$ cat config.mk
export PLATFORM = sky130hd
export DESIGN_NAME = dce_sync_serial_handshake
export DESIGN_NICKNAME = d
export VERILOG_FILES = /design/src/dce_sync_pkg.sv /design/src/dce_sync_serial_handshake.sv /design/src/dce_two_entry_buf.sv
export SDC_FILE = /design/constraint.sdc
export NUM_CORES = 1
export LEC_CHECK = 0
export BUFFER_PORTS_ARGS = -buffer_cell sky130_fd_sc_hd__buf_2
export CAP_MARGIN = 25
export CORE_UTILIZATION = 45
export CTS_CLUSTER_DIAMETER = 30
export DETAILED_ROUTE_END_ITERATION = 10
export PLACE_DENSITY = 0.7
export SETUP_SLACK_MARGIN = 0.4
export SLEW_MARGIN = 20
export SYNTH_ARGS = -nofsm -noshare
export SYNTH_HDL_FRONTEND = slang
export SYNTH_SLANG_ARGS = --single-unit
$ cat constraint.sdc
create_clock -name sys_clk_i -period 7.55 [get_ports sys_clk_i]
set_input_delay 1.1325 -clock sys_clk_i [delete_from_list [all_inputs] [get_ports sys_clk_i]]
set_output_delay 1.1325 -clock sys_clk_i [all_outputs]
set_load 0.005 [all_outputs]
$ cat src/dce_sync_pkg.sv
// Purpose: Shared constants and types for the modem-side serial handshake
// Assumes: 125 MHz system clock, pins sampled through three flip-flops
// Notes:   Long counts reappear as top-level parameters so simulation can shorten them
package dce_sync_pkg;

  // System clock
  localparam int unsigned CLK_PERIOD_NS = 8;
  localparam int unsigned CLK_HZ = 125_000_000;

  // Synchronous line rate and the half bit in clock cycles
  localparam int unsigned BIT_RATE_BPS = 1200;
  localparam int unsigned HALF_BIT_CYC = CLK_HZ / (2 * BIT_RATE_BPS);

  // Delay from request-to-send low to transmit mode, least time, rounded up
  localparam int unsigned TURN_ON_US = 10;
  localparam int unsigned TURN_ON_CYC = (TURN_ON_US * 1000 + CLK_PERIOD_NS - 1) / CLK_PERIOD_NS;

  // Mark hold on the receive line after request-to-send rises, least time, rounded up
  localparam int unsigned RXD_HOLD_US = 2000;
  localparam int unsigned RXD_HOLD_CYC = (RXD_HOLD_US * 1000 + CLK_PERIOD_NS - 1) / CLK_PERIOD_NS;

  // Pin synchroniser depth and the terminal data sample point after a clock rise
  localparam int unsigned SYNC_STAGES = 3;
  localparam int unsigned SAMPLE_AT = 3;

  // Reset levels of the interface pins (all idle high)
  localparam logic PIN_IDLE = 1'h1;

  // Line direction modes
  typedef enum logic [1:0] {
    ST_RECEIVE  = 2'b00,
    ST_TURN_ON  = 2'b01,
    ST_TRANSMIT = 2'b10,
    ST_DRAIN    = 2'b11
  } mode_t;

  // One terminal bit handed to the link
  typedef struct packed {
    logic data;
    logic first;
  } link_bit_t;

endpackage

$ cat src/dce_sync_serial_handshake.sv
// Purpose: Modem-side request/clear-to-send handshake and synchronous bit clocks
// Assumes: Terminal changes data on our clock fall and samples on our clock rise
// Notes:   Pin levels are as on the wire, logic 0 is the active level
// Contract
// - Request-to-send held low keeps transmit mode; terminal bits are taken.
// - Request-to-send falling switches to transmit; clear-to-send goes low when ready.
// - Full duplex: request-to-send and clear-to-send both held low constantly; the code raises clear-to-send while training.
// - Request-to-send rising: finish data in progress, then return to receive.
// - Transmit bit clock runs at the bit rate with 50 percent duty; the code holds the fall while the buffer is full.
// - Transmit bit clock rising edge marks the centre of each terminal bit.
// - Receive bit clock runs at the bit rate with 50 percent duty.
// - Receive bit clock rising edge marks the centre of each received bit.
// - Receive line idles high and stays high briefly after request rises.
// - Synchronous: clear-to-send high on going off-hook until carrier detect low.
`timescale 1ns/1ps
`default_nettype none
module dce_sync_serial_handshake
  import dce_sync_pkg::*;
#(
  parameter int unsigned HALF_BIT_CYC_P = HALF_BIT_CYC,
  parameter int unsigned TURN_ON_CYC_P = TURN_ON_CYC,
  parameter int unsigned RXD_HOLD_CYC_P = RXD_HOLD_CYC
) (
  input wire logic sys_clk_i,
  input wire logic reset_i,
  input wire logic rts_n_i,
  input wire logic txd_i,
  input wire logic full_duplex_i,
  input wire logic off_hook_i,
  input wire logic carrier_ok_i,
  input wire logic rx_bit_i,
  input wire logic rx_valid_i,
  input wire logic link_ready_i,
  output logic cts_n_o,
  output logic rxd_o,
  output logic tx_bit_clock_n_o,
  output logic rx_bit_clock_n_o,
  output logic carrier_detect_n_o,
  output logic rx_ready_o,
  output link_bit_t link_bit_o,
  output logic link_valid_o,
  output mode_t mode_o
);

  localparam int unsigned CW = $clog2(HALF_BIT_CYC_P + 1);
  localparam int unsigned TW = $clog2(TURN_ON_CYC_P + 1);
  localparam int unsigned HW = $clog2(RXD_HOLD_CYC_P + 1);
  localparam int unsigned NPIN = 2;

  logic [NPIN-1:0] pin_raw;
  logic [NPIN-1:0] pin_q;
  logic rts_n_q;
  logic txd_q;
  logic rts_n_prev_q;
  logic rts_rise;
  logic training;
  logic [CW-1:0] tx_cnt_q;
  logic [CW-1:0] rx_cnt_q;
  logic tx_end;
  logic rx_end;
  logic tx_smp;
  logic tx_accept;
  logic push;
  logic buf_in_ready;
  logic first_pend_q;
  logic rx_allow;
  logic [TW-1:0] turn_cnt_q;
  logic [HW-1:0] hold_cnt_q;
  link_bit_t push_bit;

  ////////////////////////////////////////////////////////////////////////////
  // Pin synchronisers, a change counts once stages two and three agree
  assign pin_raw = {txd_i, rts_n_i};
  for (genvar g = 0; g < NPIN; g++) begin : g_sync
    logic [SYNC_STAGES-1:0] stg_q;
    logic stable_q;
    always_ff @(posedge sys_clk_i or posedge reset_i) begin
      if (reset_i) begin
        stg_q <= {SYNC_STAGES{PIN_IDLE}};
        stable_q <= PIN_IDLE;
      end else begin
        stg_q <= {stg_q[SYNC_STAGES-2:0], pin_raw[g]};
        if (stg_q[SYNC_STAGES-1] == stg_q[SYNC_STAGES-2]) begin
          stable_q <= stg_q[SYNC_STAGES-1];
        end
      end
    end
    assign pin_q[g] = stable_q;
  end
  assign rts_n_q = pin_q[0];
  assign txd_q = pin_q[1];
  assign rts_rise = rts_n_q & ~rts_n_prev_q;

  // Request edge history and carrier detect pin
  always_ff @(posedge sys_clk_i or posedge reset_i) begin
    if (reset_i) begin
      rts_n_prev_q <= PIN_IDLE;
      carrier_detect_n_o <= PIN_IDLE;
    end else begin
      rts_n_prev_q <= rts_n_q;
      carrier_detect_n_o <= ~carrier_ok_i;
    end
  end
  assign training = off_hook_i & carrier_detect_n_o;

  ////////////////////////////////////////////////////////////////////////////
  // Transmit bit clock, equal halves; fall held while the buffer is full
  assign tx_end = tx_cnt_q == CW'(HALF_BIT_CYC_P - 1);
  always_ff @(posedge sys_clk_i or posedge reset_i) begin
    if (reset_i) begin
      tx_cnt_q <= '0;
      tx_bit_clock_n_o <= PIN_IDLE;
    end else if (!tx_end) begin
      tx_cnt_q <= tx_cnt_q + CW'(1);
    end else if (!tx_bit_clock_n_o || buf_in_ready) begin
      tx_cnt_q <= '0;
      tx_bit_clock_n_o <= ~tx_bit_clock_n_o;
    end
  end

  // Terminal bit taken just after the rise, once through the synchroniser
  assign tx_smp = tx_bit_clock_n_o && tx_cnt_q == CW'(SAMPLE_AT);
  assign tx_accept = full_duplex_i || mode_o == ST_TRANSMIT;
  assign push = tx_smp & tx_accept;
  assign push_bit = '{data: txd_q, first: first_pend_q};

  // First bit marker after entering transmit
  always_ff @(posedge sys_clk_i or posedge reset_i) begin
    if (reset_i) begin
      first_pend_q <= 1'h1;
    end else if (!tx_accept) begin
      first_pend_q <= 1'h1;
    end else if (push) begin
      first_pend_q <= 1'h0;
    end
  end

  dce_two_entry_buf #(
    .WIDTH($bits(link_bit_t))
  ) u_tx_buf (
    .sys_clk_i(sys_clk_i),
    .reset_i(reset_i),
    .in_data_i(push_bit),
    .in_valid_i(push),
    .in_ready_o(buf_in_ready),
    .out_data_o(link_bit_o),
    .out_valid_o(link_valid_o),
    .out_ready_i(link_ready_i)
  );

  ////////////////////////////////////////////////////////////////////////////
  // Receive bit clock, free running with equal halves
  assign rx_end = rx_cnt_q == CW'(HALF_BIT_CYC_P - 1);
  always_ff @(posedge sys_clk_i or posedge reset_i) begin
    if (reset_i) begin
      rx_cnt_q <= '0;
      rx_bit_clock_n_o <= PIN_IDLE;
    end else if (rx_end) begin
      rx_cnt_q <= '0;
      rx_bit_clock_n_o <= ~rx_bit_clock_n_o;
    end else begin
      rx_cnt_q <= rx_cnt_q + CW'(1);
    end
  end

  // Link bits accepted in the fall cycle, presented until the next fall
  assign rx_allow = (full_duplex_i || mode_o == ST_RECEIVE) && hold_cnt_q == '0 && !carrier_detect_n_o;
  always_ff @(posedge sys_clk_i or posedge reset_i) begin
    if (reset_i) begin
      rx_ready_o <= 1'h0;
      rxd_o <= PIN_IDLE;
    end else begin
      rx_ready_o <= rx_allow && rx_bit_clock_n_o && rx_cnt_q == CW'(HALF_BIT_CYC_P - 2);
      if (rx_end && rx_bit_clock_n_o) begin
        rxd_o <= (rx_ready_o && rx_valid_i) ? rx_bit_i : PIN_IDLE;
      end
    end
  end

  // Mark hold after request-to-send rises
  always_ff @(posedge sys_clk_i or posedge reset_i) begin
    if (reset_i) begin
      hold_cnt_q <= '0;
    end else if (rts_rise) begin
      hold_cnt_q <= HW'(RXD_HOLD_CYC_P);
    end else if (hold_cnt_q != '0) begin
      hold_cnt_q <= hold_cnt_q - HW'(1);
    end
  end

  ////////////////////////////////////////////////////////////////////////////
  // Line direction; the terminal waits for clear-to-send before sending
  always_ff @(posedge sys_clk_i or posedge reset_i) begin
    if (reset_i) begin
      mode_o <= ST_RECEIVE;
      turn_cnt_q <= '0;
    end else begin
      case (mode_o)
        ST_RECEIVE: begin
          turn_cnt_q <= TW'(TURN_ON_CYC_P);
          if (!rts_n_q) begin
            mode_o <= ST_TURN_ON;
          end
        end
        ST_TURN_ON: begin
          if (turn_cnt_q != '0) begin
            turn_cnt_q <= turn_cnt_q - TW'(1);
          end
          if (rts_n_q) begin
            mode_o <= ST_RECEIVE;
          end else if (turn_cnt_q == '0 && !training) begin
            mode_o <= ST_TRANSMIT;
          end
        end
        ST_TRANSMIT: begin
          if (rts_n_q) begin
            mode_o <= ST_DRAIN;
          end
        end
        ST_DRAIN: begin
          if (!link_valid_o) begin
            mode_o <= ST_RECEIVE;
          end
        end
        default: begin
          mode_o <= ST_RECEIVE;
        end
      endcase
    end
  end

  // Clear-to-send: high while training, low in transmit or full duplex
  always_ff @(posedge sys_clk_i or posedge reset_i) begin
    if (reset_i) begin
      cts_n_o <= PIN_IDLE;
    end else begin
      cts_n_o <= training | ~tx_accept;
    end
  end
endmodule // dce_sync_serial_handshake
`default_nettype wire

$ cat src/dce_two_entry_buf.sv
// Purpose: Two-entry buffer with valid and ready on both sides
// Assumes: Single clock, head entry always drives the output
// Notes:   Ready on the fill side drops only when both entries hold data
`timescale 1ns/1ps
`default_nettype none
module dce_two_entry_buf #(
  parameter int unsigned WIDTH = 2
) (
  input wire logic sys_clk_i,
  input wire logic reset_i,
  input wire logic [WIDTH-1:0] in_data_i,
  input wire logic in_valid_i,
  output logic in_ready_o,
  output logic [WIDTH-1:0] out_data_o,
  output logic out_valid_o,
  input wire logic out_ready_i
);

  logic [WIDTH-1:0] tail_q;
  logic tail_v_q;
  logic push;
  logic pop;

  assign in_ready_o = ~tail_v_q;
  assign push = in_valid_i & ~tail_v_q;
  assign pop = out_valid_o & out_ready_i;

  ////////////////////////////////////////////////////////////////////////////
  // Head entry, shifts up from the tail on a pop
  always_ff @(posedge sys_clk_i or posedge reset_i) begin
    if (reset_i) begin
      out_data_o <= '0;
      out_valid_o <= 1'h0;
    end else if (pop || !out_valid_o) begin
      out_data_o <= tail_v_q ? tail_q : in_data_i;
      out_valid_o <= tail_v_q | push;
    end
  end

  // Tail entry, filled only while the head is held
  always_ff @(posedge sys_clk_i or posedge reset_i) begin
    if (reset_i) begin
      tail_q <= '0;
      tail_v_q <= 1'h0;
    end else if (pop) begin
      tail_q <= in_data_i;
      tail_v_q <= tail_v_q & push;
    end else if (push && out_valid_o) begin
      tail_q <= in_data_i;
      tail_v_q <= 1'h1;
    end
  end

endmodule // dce_two_entry_buf
`default_nettype wire
* Word level (Yosys, flattened, before mapping) *
Index checks and enable logic that the tools add are counted.
W data, S select, Z words.

word-level totals
  bits in registers = 85
  logic and storage cells = 104
  output and inout port bits = 11

cells by class
  add/subtract/negate cells = 4
  bitwise gates (word level) = 14
  equality and inequality tests = 16
  reduce and logical (&&, ||, !) cells = 28
  multiplexer cells = 21

operators with widths
  cell                     number
  $eq A16 B16 Y1 const B   3
  $mux W16                 3
  $mux W18                 2
  $add A16 B1 Y16 const B  2
  $pmux W11 S2             1
  $logic_not A18 Y1        1
  $reduce_bool A18 Y1      1
  $sub A18 B1 Y18 const B  1
  $eq A16 B2 Y1 const B    1
  $mux W2                  8
  $logic_not A11 Y1        1
  $mux W11                 1
  $reduce_bool A11 Y1      1
  $sub A11 B1 Y11 const B  1
  $logic_and A1 B1 Y1      9
  $ne A2 B2 Y1 const B     4
  $pmux W2 S4              1
  $and A1 B1 Y1            6
  $not A1 Y1               6
  $reduce_bool A2 Y1       3
  $mux W1                  5
  $eq A2 B2 Y1 const B     2
  $logic_not A1 Y1         4
  $logic_or A1 B1 Y1       4
  other kinds (8)          12

* Depth between registers and ports, before layout *
Gate-level depths: netlist of run 1.

  word-level depth = 7
  mapped depth = 7
  depth with buffers taken out = 6

* Cells and area by module *
From an unflattened synthesis of run 1, not the netlist that was laid out.

unflattened totals
  cells, all modules = 414
  area total of the unflattened synthesis = 4,214.0 um2

by module, submodules not included
  module                     cells each  seq. area each (um2)  times used  area an instance (um2)
  dce_sync_serial_handshake  390         1,995.7               1           3,938.8
  dce_two_entry_buf          24          150.1                 1           275.3

* Worst setup path before layout of run 1 *
Ideal clock, no wire load.

  path type = reg-to-reg
  start = register hold_cnt_q[5]
  end = register hold_cnt_q[13]
  required time = 7.472 ns
  arrival = 2.291 ns
  setup slack = 5.181 ns
  library setup time = 0.078 ns
  clock period less this slack = 2.369 ns
  stages on the path, launching flop included = 7
  cells stage by stage = dfrtp_1 > or4_1 > buf_2 > or4_1 > clkbuf_2 > or4_1 > a21oi_1

on the way
  cells in the longest elaborated chain, start to end = 3

ends and longest elaborated chain
  item                      line                              text
  start: declaration        dce_sync_serial_handshake.sv:68   logic [HW-1:0] hold_cnt_q;
  start signal: assignment  dce_sync_serial_handshake.sv:185  hold_cnt_q <= HW'(RXD_HOLD_CYC_P);
  start signal: assignment  dce_sync_serial_handshake.sv:187  hold_cnt_q <= hold_cnt_q - HW'(1);
  $sub A18 B1 Y18           dce_sync_serial_handshake.sv:187
  $mux W18                  dce_sync_serial_handshake.sv:186  end else if (hold_cnt_q != '0) begin
  $mux W18                  dce_sync_serial_handshake.sv:184  end else if (rts_rise) begin

Parallel ways exist; a longest one is shown, timed or not. The select of a mux whose other input is x is not followed.
A chain may end at the register's enable or synchronous reset.

* Final worst setup path of run 1 *
Ends and elaborated chain as after synthesis.

==> results of run 1 <==
[power groups by stage]
stage               clock [mW]  sequential [mW]  combinational, mW
floorplan                    0            0.533              0.120
global placement             0            0.541              0.143
detailed placement           0            0.545              0.146
CTS                      0.312            0.536              0.148
global route             0.329            0.544              0.171
finish                   0.301            0.537              0.146
[worst reg2reg max path, stage by stage (launching register included)]
cell and delay, ns:
dfrtp_1 0.46, or4_1 0.65, or4_1 0.62, or4_1 0.53
a21oi_1 0.15
[worst paths after layout]
| path | start | end | slack, ns |
|---|---|---|---|
| worst max-delay path | hold_cnt_q[5] | hold_cnt_q[13] | 5.07 |
| worst min-delay path | g_sync[0].stg_q[0] | g_sync[0].stg_q[1] | 0.36 |
| worst max register to register | hold_cnt_q[5] | hold_cnt_q[13] | 5.07 |
| worst min register to register | g_sync[0].stg_q[0] | g_sync[0].stg_q[1] | 0.36 |
| max in group asynchronous | reset_i | tx_cnt_q[8] | 6.09 |
| min in group asynchronous | reset_i | rx_cnt_q[7] | 0.96 |
[flip-flops by register name (all words and copies together), names as in the netlist, 2 cells and up, named ones only]
signal / flops
hold_cnt_q: 18
rx_cnt_q: 16
tx_cnt_q: 16
turn_cnt_q: 11
g_sync.stg_q: 6
g_sync.stable_q: 2
u_tx_buf.out_data_o: 2
u_tx_buf.tail_q: 2
[kinds of logic after synthesis]
family                     count (synthesis)
xor gates and xnor gates                  23
DFF                                       85
buffers and inverters                     29
muxes                                      4
and+or+nand+nor                          202
adders and majority gates                 10
AOI/OAI and AO/OA                         83
[final cells by class]
cell class	count	area share [%]
clock inverters	5	0.920
well taps	111	3.00
clock buffers	11	3.06
repair buffers	21	2.41
multi-input cells	322	42.9
inverters	16	1.33
flip-flops and latches	85	46.4
[per-stage QoR]
step                      total power [mW]  hold slack (ns)  std cells
after floorplan                      0.653            0.345        436
after global placement               0.684            0.345        555
after detailed placement             0.691            0.349        555
after CTS                            0.996            0.363        571
after global routing                  1.04            0.357        571
final                                0.985            0.360        571
[metal layers]
| metal | vias to the layer above | GRT usage, % | part of all wire (%) |
|---|---|---|---|
| li1 | 1648 | - | - |
| met4 | 0 | 7.24 | 1.3 |
| met3 | 8 | 4.33 | 3.8 |
| met2 | 73 | 29.8 | 48 |
| met1 | 1624 | 25.0 | 47 |
| met5 | - | 0 | 0 |
[layout by cell type, fill, tap and decap left out, types with 3 or more instances in the layout]
cell	netlist	final
nor2b_1	6	6
clkbuf_8	0	10
mux2i_1	3	3
a21oi_1	15	15
a211oi_1	5	5
xor2_1	7	7
inv_1	16	15
or2_2	4	4
nand2b_1	3	3
o211ai_1	6	6
o311ai_0	3	3
nand3b_1	3	3
o31ai_1	3	3
and3_1	5	5
nand2_1	30	30
nor3_1	15	15
o2111ai_1	3	3
and4_1	7	7
or4_1	9	9
nor2_1	42	42
and2_1	3	3
o21ai_0	31	31
nand3_1	29	29
or3_1	7	7
dfstp_2	15	15
xnor2_1	16	16
dfrtp_1	70	70
nor4bb_1	5	5
ha_1	8	8
a31oi_1	5	5
nor4_1	15	15
buf_2	1	20
nand4_1	12	12
==> metrics, run 1 <==
Max FO, Critical Path=8; max-slew violations=0; setup bufs post-CTS=0; synthesized cell area=4240 um2; Top FF cell, synth=dfrtp_1; DPL Wire Length=5.74 mm; fin nets=473; most area-consuming cells after synthesis=dfrtp_1 41%, dfstp_2 9.3%, nor2_1 3.7%; Max-slew headroom=47.5%; vias per cell=5.87; top-area cell type share of the netlist area=41.3%; CP Depth=4; post-synthesis async set-or-reset flop share=100%; Leak=1.85 nW; Final Hold Fails=0; Finished Cell Area=4620 um2; count of hold-fix buffers inserted at cts=0; Clock Sinks=85; part of the power in registers=54.6%; Final ANT Viol Nets=0; Sw Share=30.2%; complex-gate fraction of the synthesized area=12.3%; Antenna Cells=0; Reg clk slew, reported paths=0.08 ns; Area after DPL=4440 um2; Clock Power Share=30.6%; register area=2150 um2; GP Congestion=0.846; layout cells sized above 1=13.0%; PwrDens=213 nW/um2; Post-synth EDFFs=0; register bit count reported by yosys=85; TritonRoute pass-1 iters=5; cell-by-cell trace of the critical path=or4_1 > or4_1 > or4_1 > a21oi_1; Combinational Power Share=14.9%; crit path DAT=2.76 ns; Top cell by count, worst path=or4_1; width of the die=99.1 um; Crit. End Element=flip-flop; Worst-Margin Slew=0.786 ns; pin count of the biggest net entering global routing=86; final setup violation count=0; first-pass GRT wire length=14.8 mm; Max Cap Viol=0; status=complete, no violations; Post-CTS Resized=0; drt total wl=8.34 mm; post-route minimum period=2.48 ns; Worst Reg-to-Reg Cells=4; DR WL/cell=14.6 um; Post-Synth XOR/XNOR Area=4.75%; DR vias=3353; fill cell count=843; Synth cell types=51; Critical Path RT=7.83 ns; top cell family by delay on the critical path=simple AND/OR/NAND/NOR gates; Switch Pwr=298 uW; CP peak stage delay=0.65 ns; Area Overhead vs Synth=9.06%; total grt overflow=0; Hold Crit Class=flip-flop to flip-flop; critical path type=flip-flop to flip-flop; multi-input logic area=1980 um2; Crit path buffers/inverters=0; fin crit share=32.9%; maximum clock rate=403 MHz; adder-cell share of the synthesized area=2.83%; Max VDD drop=0.136 mV; multiplexer share of the synthesized area=0.974%; CTS max path bufs=2; H-tree depth=3; Seq/Total Area, Yosys=50.6%; Syn Area/Cell=9.72 um2; Die ar.=9810 um2; I/O Pins=21; TritonCTS Buffers=9; setup ws final=5.07 ns; syn nets=454; Clk Latency, worst-skew pair=0.36 ns; global-route usage over all layers=18.7%; clock skew=0.0113 ns; post-layout util=50.3%; root buf cell=clkbuf_8; DRC=0; synth warn=0; chip height=99.1 um; RSZ-0062 raised after global routing=no; Synth top cells by count=70 x dfrtp_1, 42 x nor2_1, 31 x o21ai_0, 30 x nand2_1, 29 x nand3_1; Power Internal=687 uW; Fin Setup TNS=0 ns; Worst Setup Start Kind=flip-flop; Initial Utilization=46.1%; Cell Rows=35; core area=9200 um2; largest family of logic cells by synthesized area=simple AND/OR/NAND/NOR gates; Post-Synth Simple-Gate Area=25.9%; Slowest-stage cell, CP=or4_1; hold depth=0; CTS tree=built; Syn Inst Count=436; worst slack, placed=5.09 ns; count leader, synth=dfrtp_1; vias in the first global route=3282; initial antenna violation count=0; Port Buf Inserts=20; area leader, netlist=dfrtp_1; Initial DRC Count=95
No activity file was read; power rests on OpenSTA's default activity.
==> inputs of run 2 (changes only) <==
--- a/config.mk
+++ b/config.mk
@@ -10,7 +10,7 @@
 export CORE_UTILIZATION = 45
 export CTS_CLUSTER_DIAMETER = 30
 export DETAILED_ROUTE_END_ITERATION = 10
-export PLACE_DENSITY = 0.7
+export PLACE_DENSITY = 0.72
 export SETUP_SLACK_MARGIN = 0.4
 export SLEW_MARGIN = 20
 export SYNTH_ARGS = -nofsm -noshare
==> constraint.sdc (replaced) <==
create_clock -name sys_clk_i -period 2.2 [get_ports sys_clk_i]
set_input_delay 0.33 -clock sys_clk_i [delete_from_list [all_inputs] [get_ports sys_clk_i]]
set_output_delay 0.33 -clock sys_clk_i [all_outputs]
set_load 0.005 [all_outputs]
==> run 2 against run 1 <==
Compared with the run above: final cell count up 5.6%; wire length rose by 15%; sequential power grew to 3.4 times the previous value; power grew to 4.1 times the previous value; global-route usage is 1.8 points higher; largest cell class is now multi-input gates; highest routed layer unchanged.
==> metrics, run 2 (same netlist as run 1, synthesis figures left out) <==
Finished Cell Area=5230 um2 (was 4620 um2); Final Hold Fails=0 (unchanged); I/O Pins=21 (unchanged); RSZ-0062 raised after global routing=yes (was no); Min Hold Slack=0.0582 ns (was 0.360 ns); Port Buf Inserts=20 (unchanged); placed cells=570 (was 555); status=complete, no violations (unchanged); chip height=99.1 um (unchanged); Reg clk slew, reported paths=0.09 ns (was 0.08 ns); Worst-Margin Slew=0.633 ns (was 0.786 ns); setup ws final=0.0839 ns (was 5.07 ns); Hold Crit Class=input pin to flip-flop (was flip-flop to flip-flop); Crit. End Element=flip-flop (unchanged); commonest non-fill, non-tap cell in the layout=dfrtp_1 (unchanged); reg2reg setup slack=0.08 ns (was 5.07 ns); max-slew violations=0 (unchanged); GP Congestion=0.839 (was 0.846); initial antenna violation count=0 (unchanged); DR vias=3586 (was 3353); layout cells sized above 1=27.2% (was 13.0%); drt total wl=9.61 mm (was 8.34 mm); DR WL/cell=15.9 um (was 14.6 um); worst slack, placed=-0.0165 ns (was 5.09 ns); commonest non-fill, non-tap cells in the layout=69 x dfrtp_1, 41 x nor2_1, 30 x o21ai_0 (was 70 x dfrtp_1, 42 x nor2_1, 31 x o21ai_0); Area after DPL=4590 um2 (was 4440 um2); H-tree depth=3 (unchanged); final non-filler cell total=603 (was 571); biggest regs=hold_cnt_q x18, rx_cnt_q x16, tx_cnt_q x16 (unchanged); Worst Setup Start Kind=flip-flop (unchanged); Leak=2.11 nW (was 1.85 nW); Reg with most FFs=hold_cnt_q (unchanged); core area=9200 um2 (unchanged); Die ar.=9810 um2 (unchanged); final setup violation count=0 (unchanged); Worst Reg-to-Reg Cells=4 (unchanged); TritonCTS Buffers=9 (unchanged); Area Overhead vs Synth=23.4% (was 9.06%); Initial Utilization=46.1% (unchanged); pin count of the biggest net entering global routing=29 (was 86); TritonRoute pass-1 iters=4 (was 5); Clk Latency, worst-skew pair=0.36 ns (about the same); total chip power=4.06 mW (was 985 uW); vias in the first global route=3480 (was 3282); first-pass GRT wire length=16.2 mm (was 14.8 mm); critical path type=flip-flop to flip-flop (unchanged); total grt overflow=0 (unchanged); maximum clock rate=473 MHz (was 403 MHz); crit path DAT=2.39 ns (was 2.76 ns); global-route usage over all layers=20.5% (was 18.7%); post-route minimum period=2.12 ns (was 2.48 ns); Critical Path RT=2.48 ns (was 7.83 ns); Max FO, Critical Path=8 (unchanged); Fin Setup TNS=0 ns (unchanged); post-layout util=56.9% (was 50.3%); hold depth=1 (was 0); Final ANT Viol Nets=0 (unchanged); width of the die=99.1 um (unchanged); CTS tree=built (unchanged); Max VDD drop=0.449 mV (was 0.136 mV); Clock Sinks=85 (unchanged); root buf cell=clkbuf_8 (unchanged); Antenna Cells=0 (unchanged); DRC=0 (unchanged); DPL Wire Length=6.25 mm (was 5.74 mm); Cell Rows=35 (unchanged); PwrDens=777 nW/um2 (was 213 nW/um2); CTS max path bufs=2 (unchanged); max reg flops=18 (unchanged); Max-slew headroom=57.6% (was 47.5%); Initial DRC Count=156 (was 95); Max Cap Viol=0 (unchanged); fill cell count=785 (was 843); fin crit share=96.2% (was 32.9%); fin nets=505 (was 473); vias per cell=5.95 (was 5.87); clock skew=0.0135 ns (was 0.0113 ns)
[run 2: final cells by class]
type / instances / area [um2] / area share [%]
Clock buffer: 11 / 141 / 2.70
Clock inverter: 5 / 108 / 2.06
Inverter: 16 / 63.8 / 1.22
Multi-Input combinational cell: 322 / 2240 / 42.8
Sequential cell: 85 / 2150 / 41.0
Tap cell: 111 / 139 / 2.65
Timing Repair Buffer: 53 / 395 / 7.56
[run 2: worst max-delay path, stage by stage (launching register included)]
cell,delay [ns]
dfrtp_1,0.39
or4_4,0.54
or4_4,0.47
or4_1,0.49
a21oi_1,0.15
[run 2: path summary, 6_finish.rpt]
path / start / endpoint
worst max register to register: hold_cnt_q[8] / hold_cnt_q[13]
min in group asynchronous: reset_i / rx_cnt_q[5]
max in group asynchronous: reset_i / g_sync[1].stg_q[0]
worst min register to register: g_sync[1].stg_q[0] / g_sync[1].stg_q[1]
worst min-delay path: txd_i / g_sync[1].stg_q[0]
worst max-delay path: hold_cnt_q[8] / hold_cnt_q[13]
[run 2: per-layer routing]
metal / up-vias / global-route usage, % / share of wire (%)
met5: - / 0 / 0
met4: 0 / 7.81 / 1.8
met3: 18 / 4.40 / 3.1
met2: 76 / 34.4 / 50
met1: 1780 / 26.1 / 45
li1: 1712 / - / -
[run 2: where the power goes]
| group | leakage (nW) | total, mW | internal, mW | switching, mW |
|---|---|---|---|---|
| Combinational | 0.957 | 0.868 | 0.413 | 0.455 |
| Sequential | 1.03 | 1.83 | 1.70 | 0.136 |
| Clock | 0.124 | 1.36 | 0.792 | 0.572 |
[run 2: what timing repair did]
action	CTS	global route
hold buffers	1	0
resized for setup	18	35
pin swaps	4	14
endpoints found under the hold margin	12	0
buffers inserted	5	11
endpoints found under the setup margin	21	40
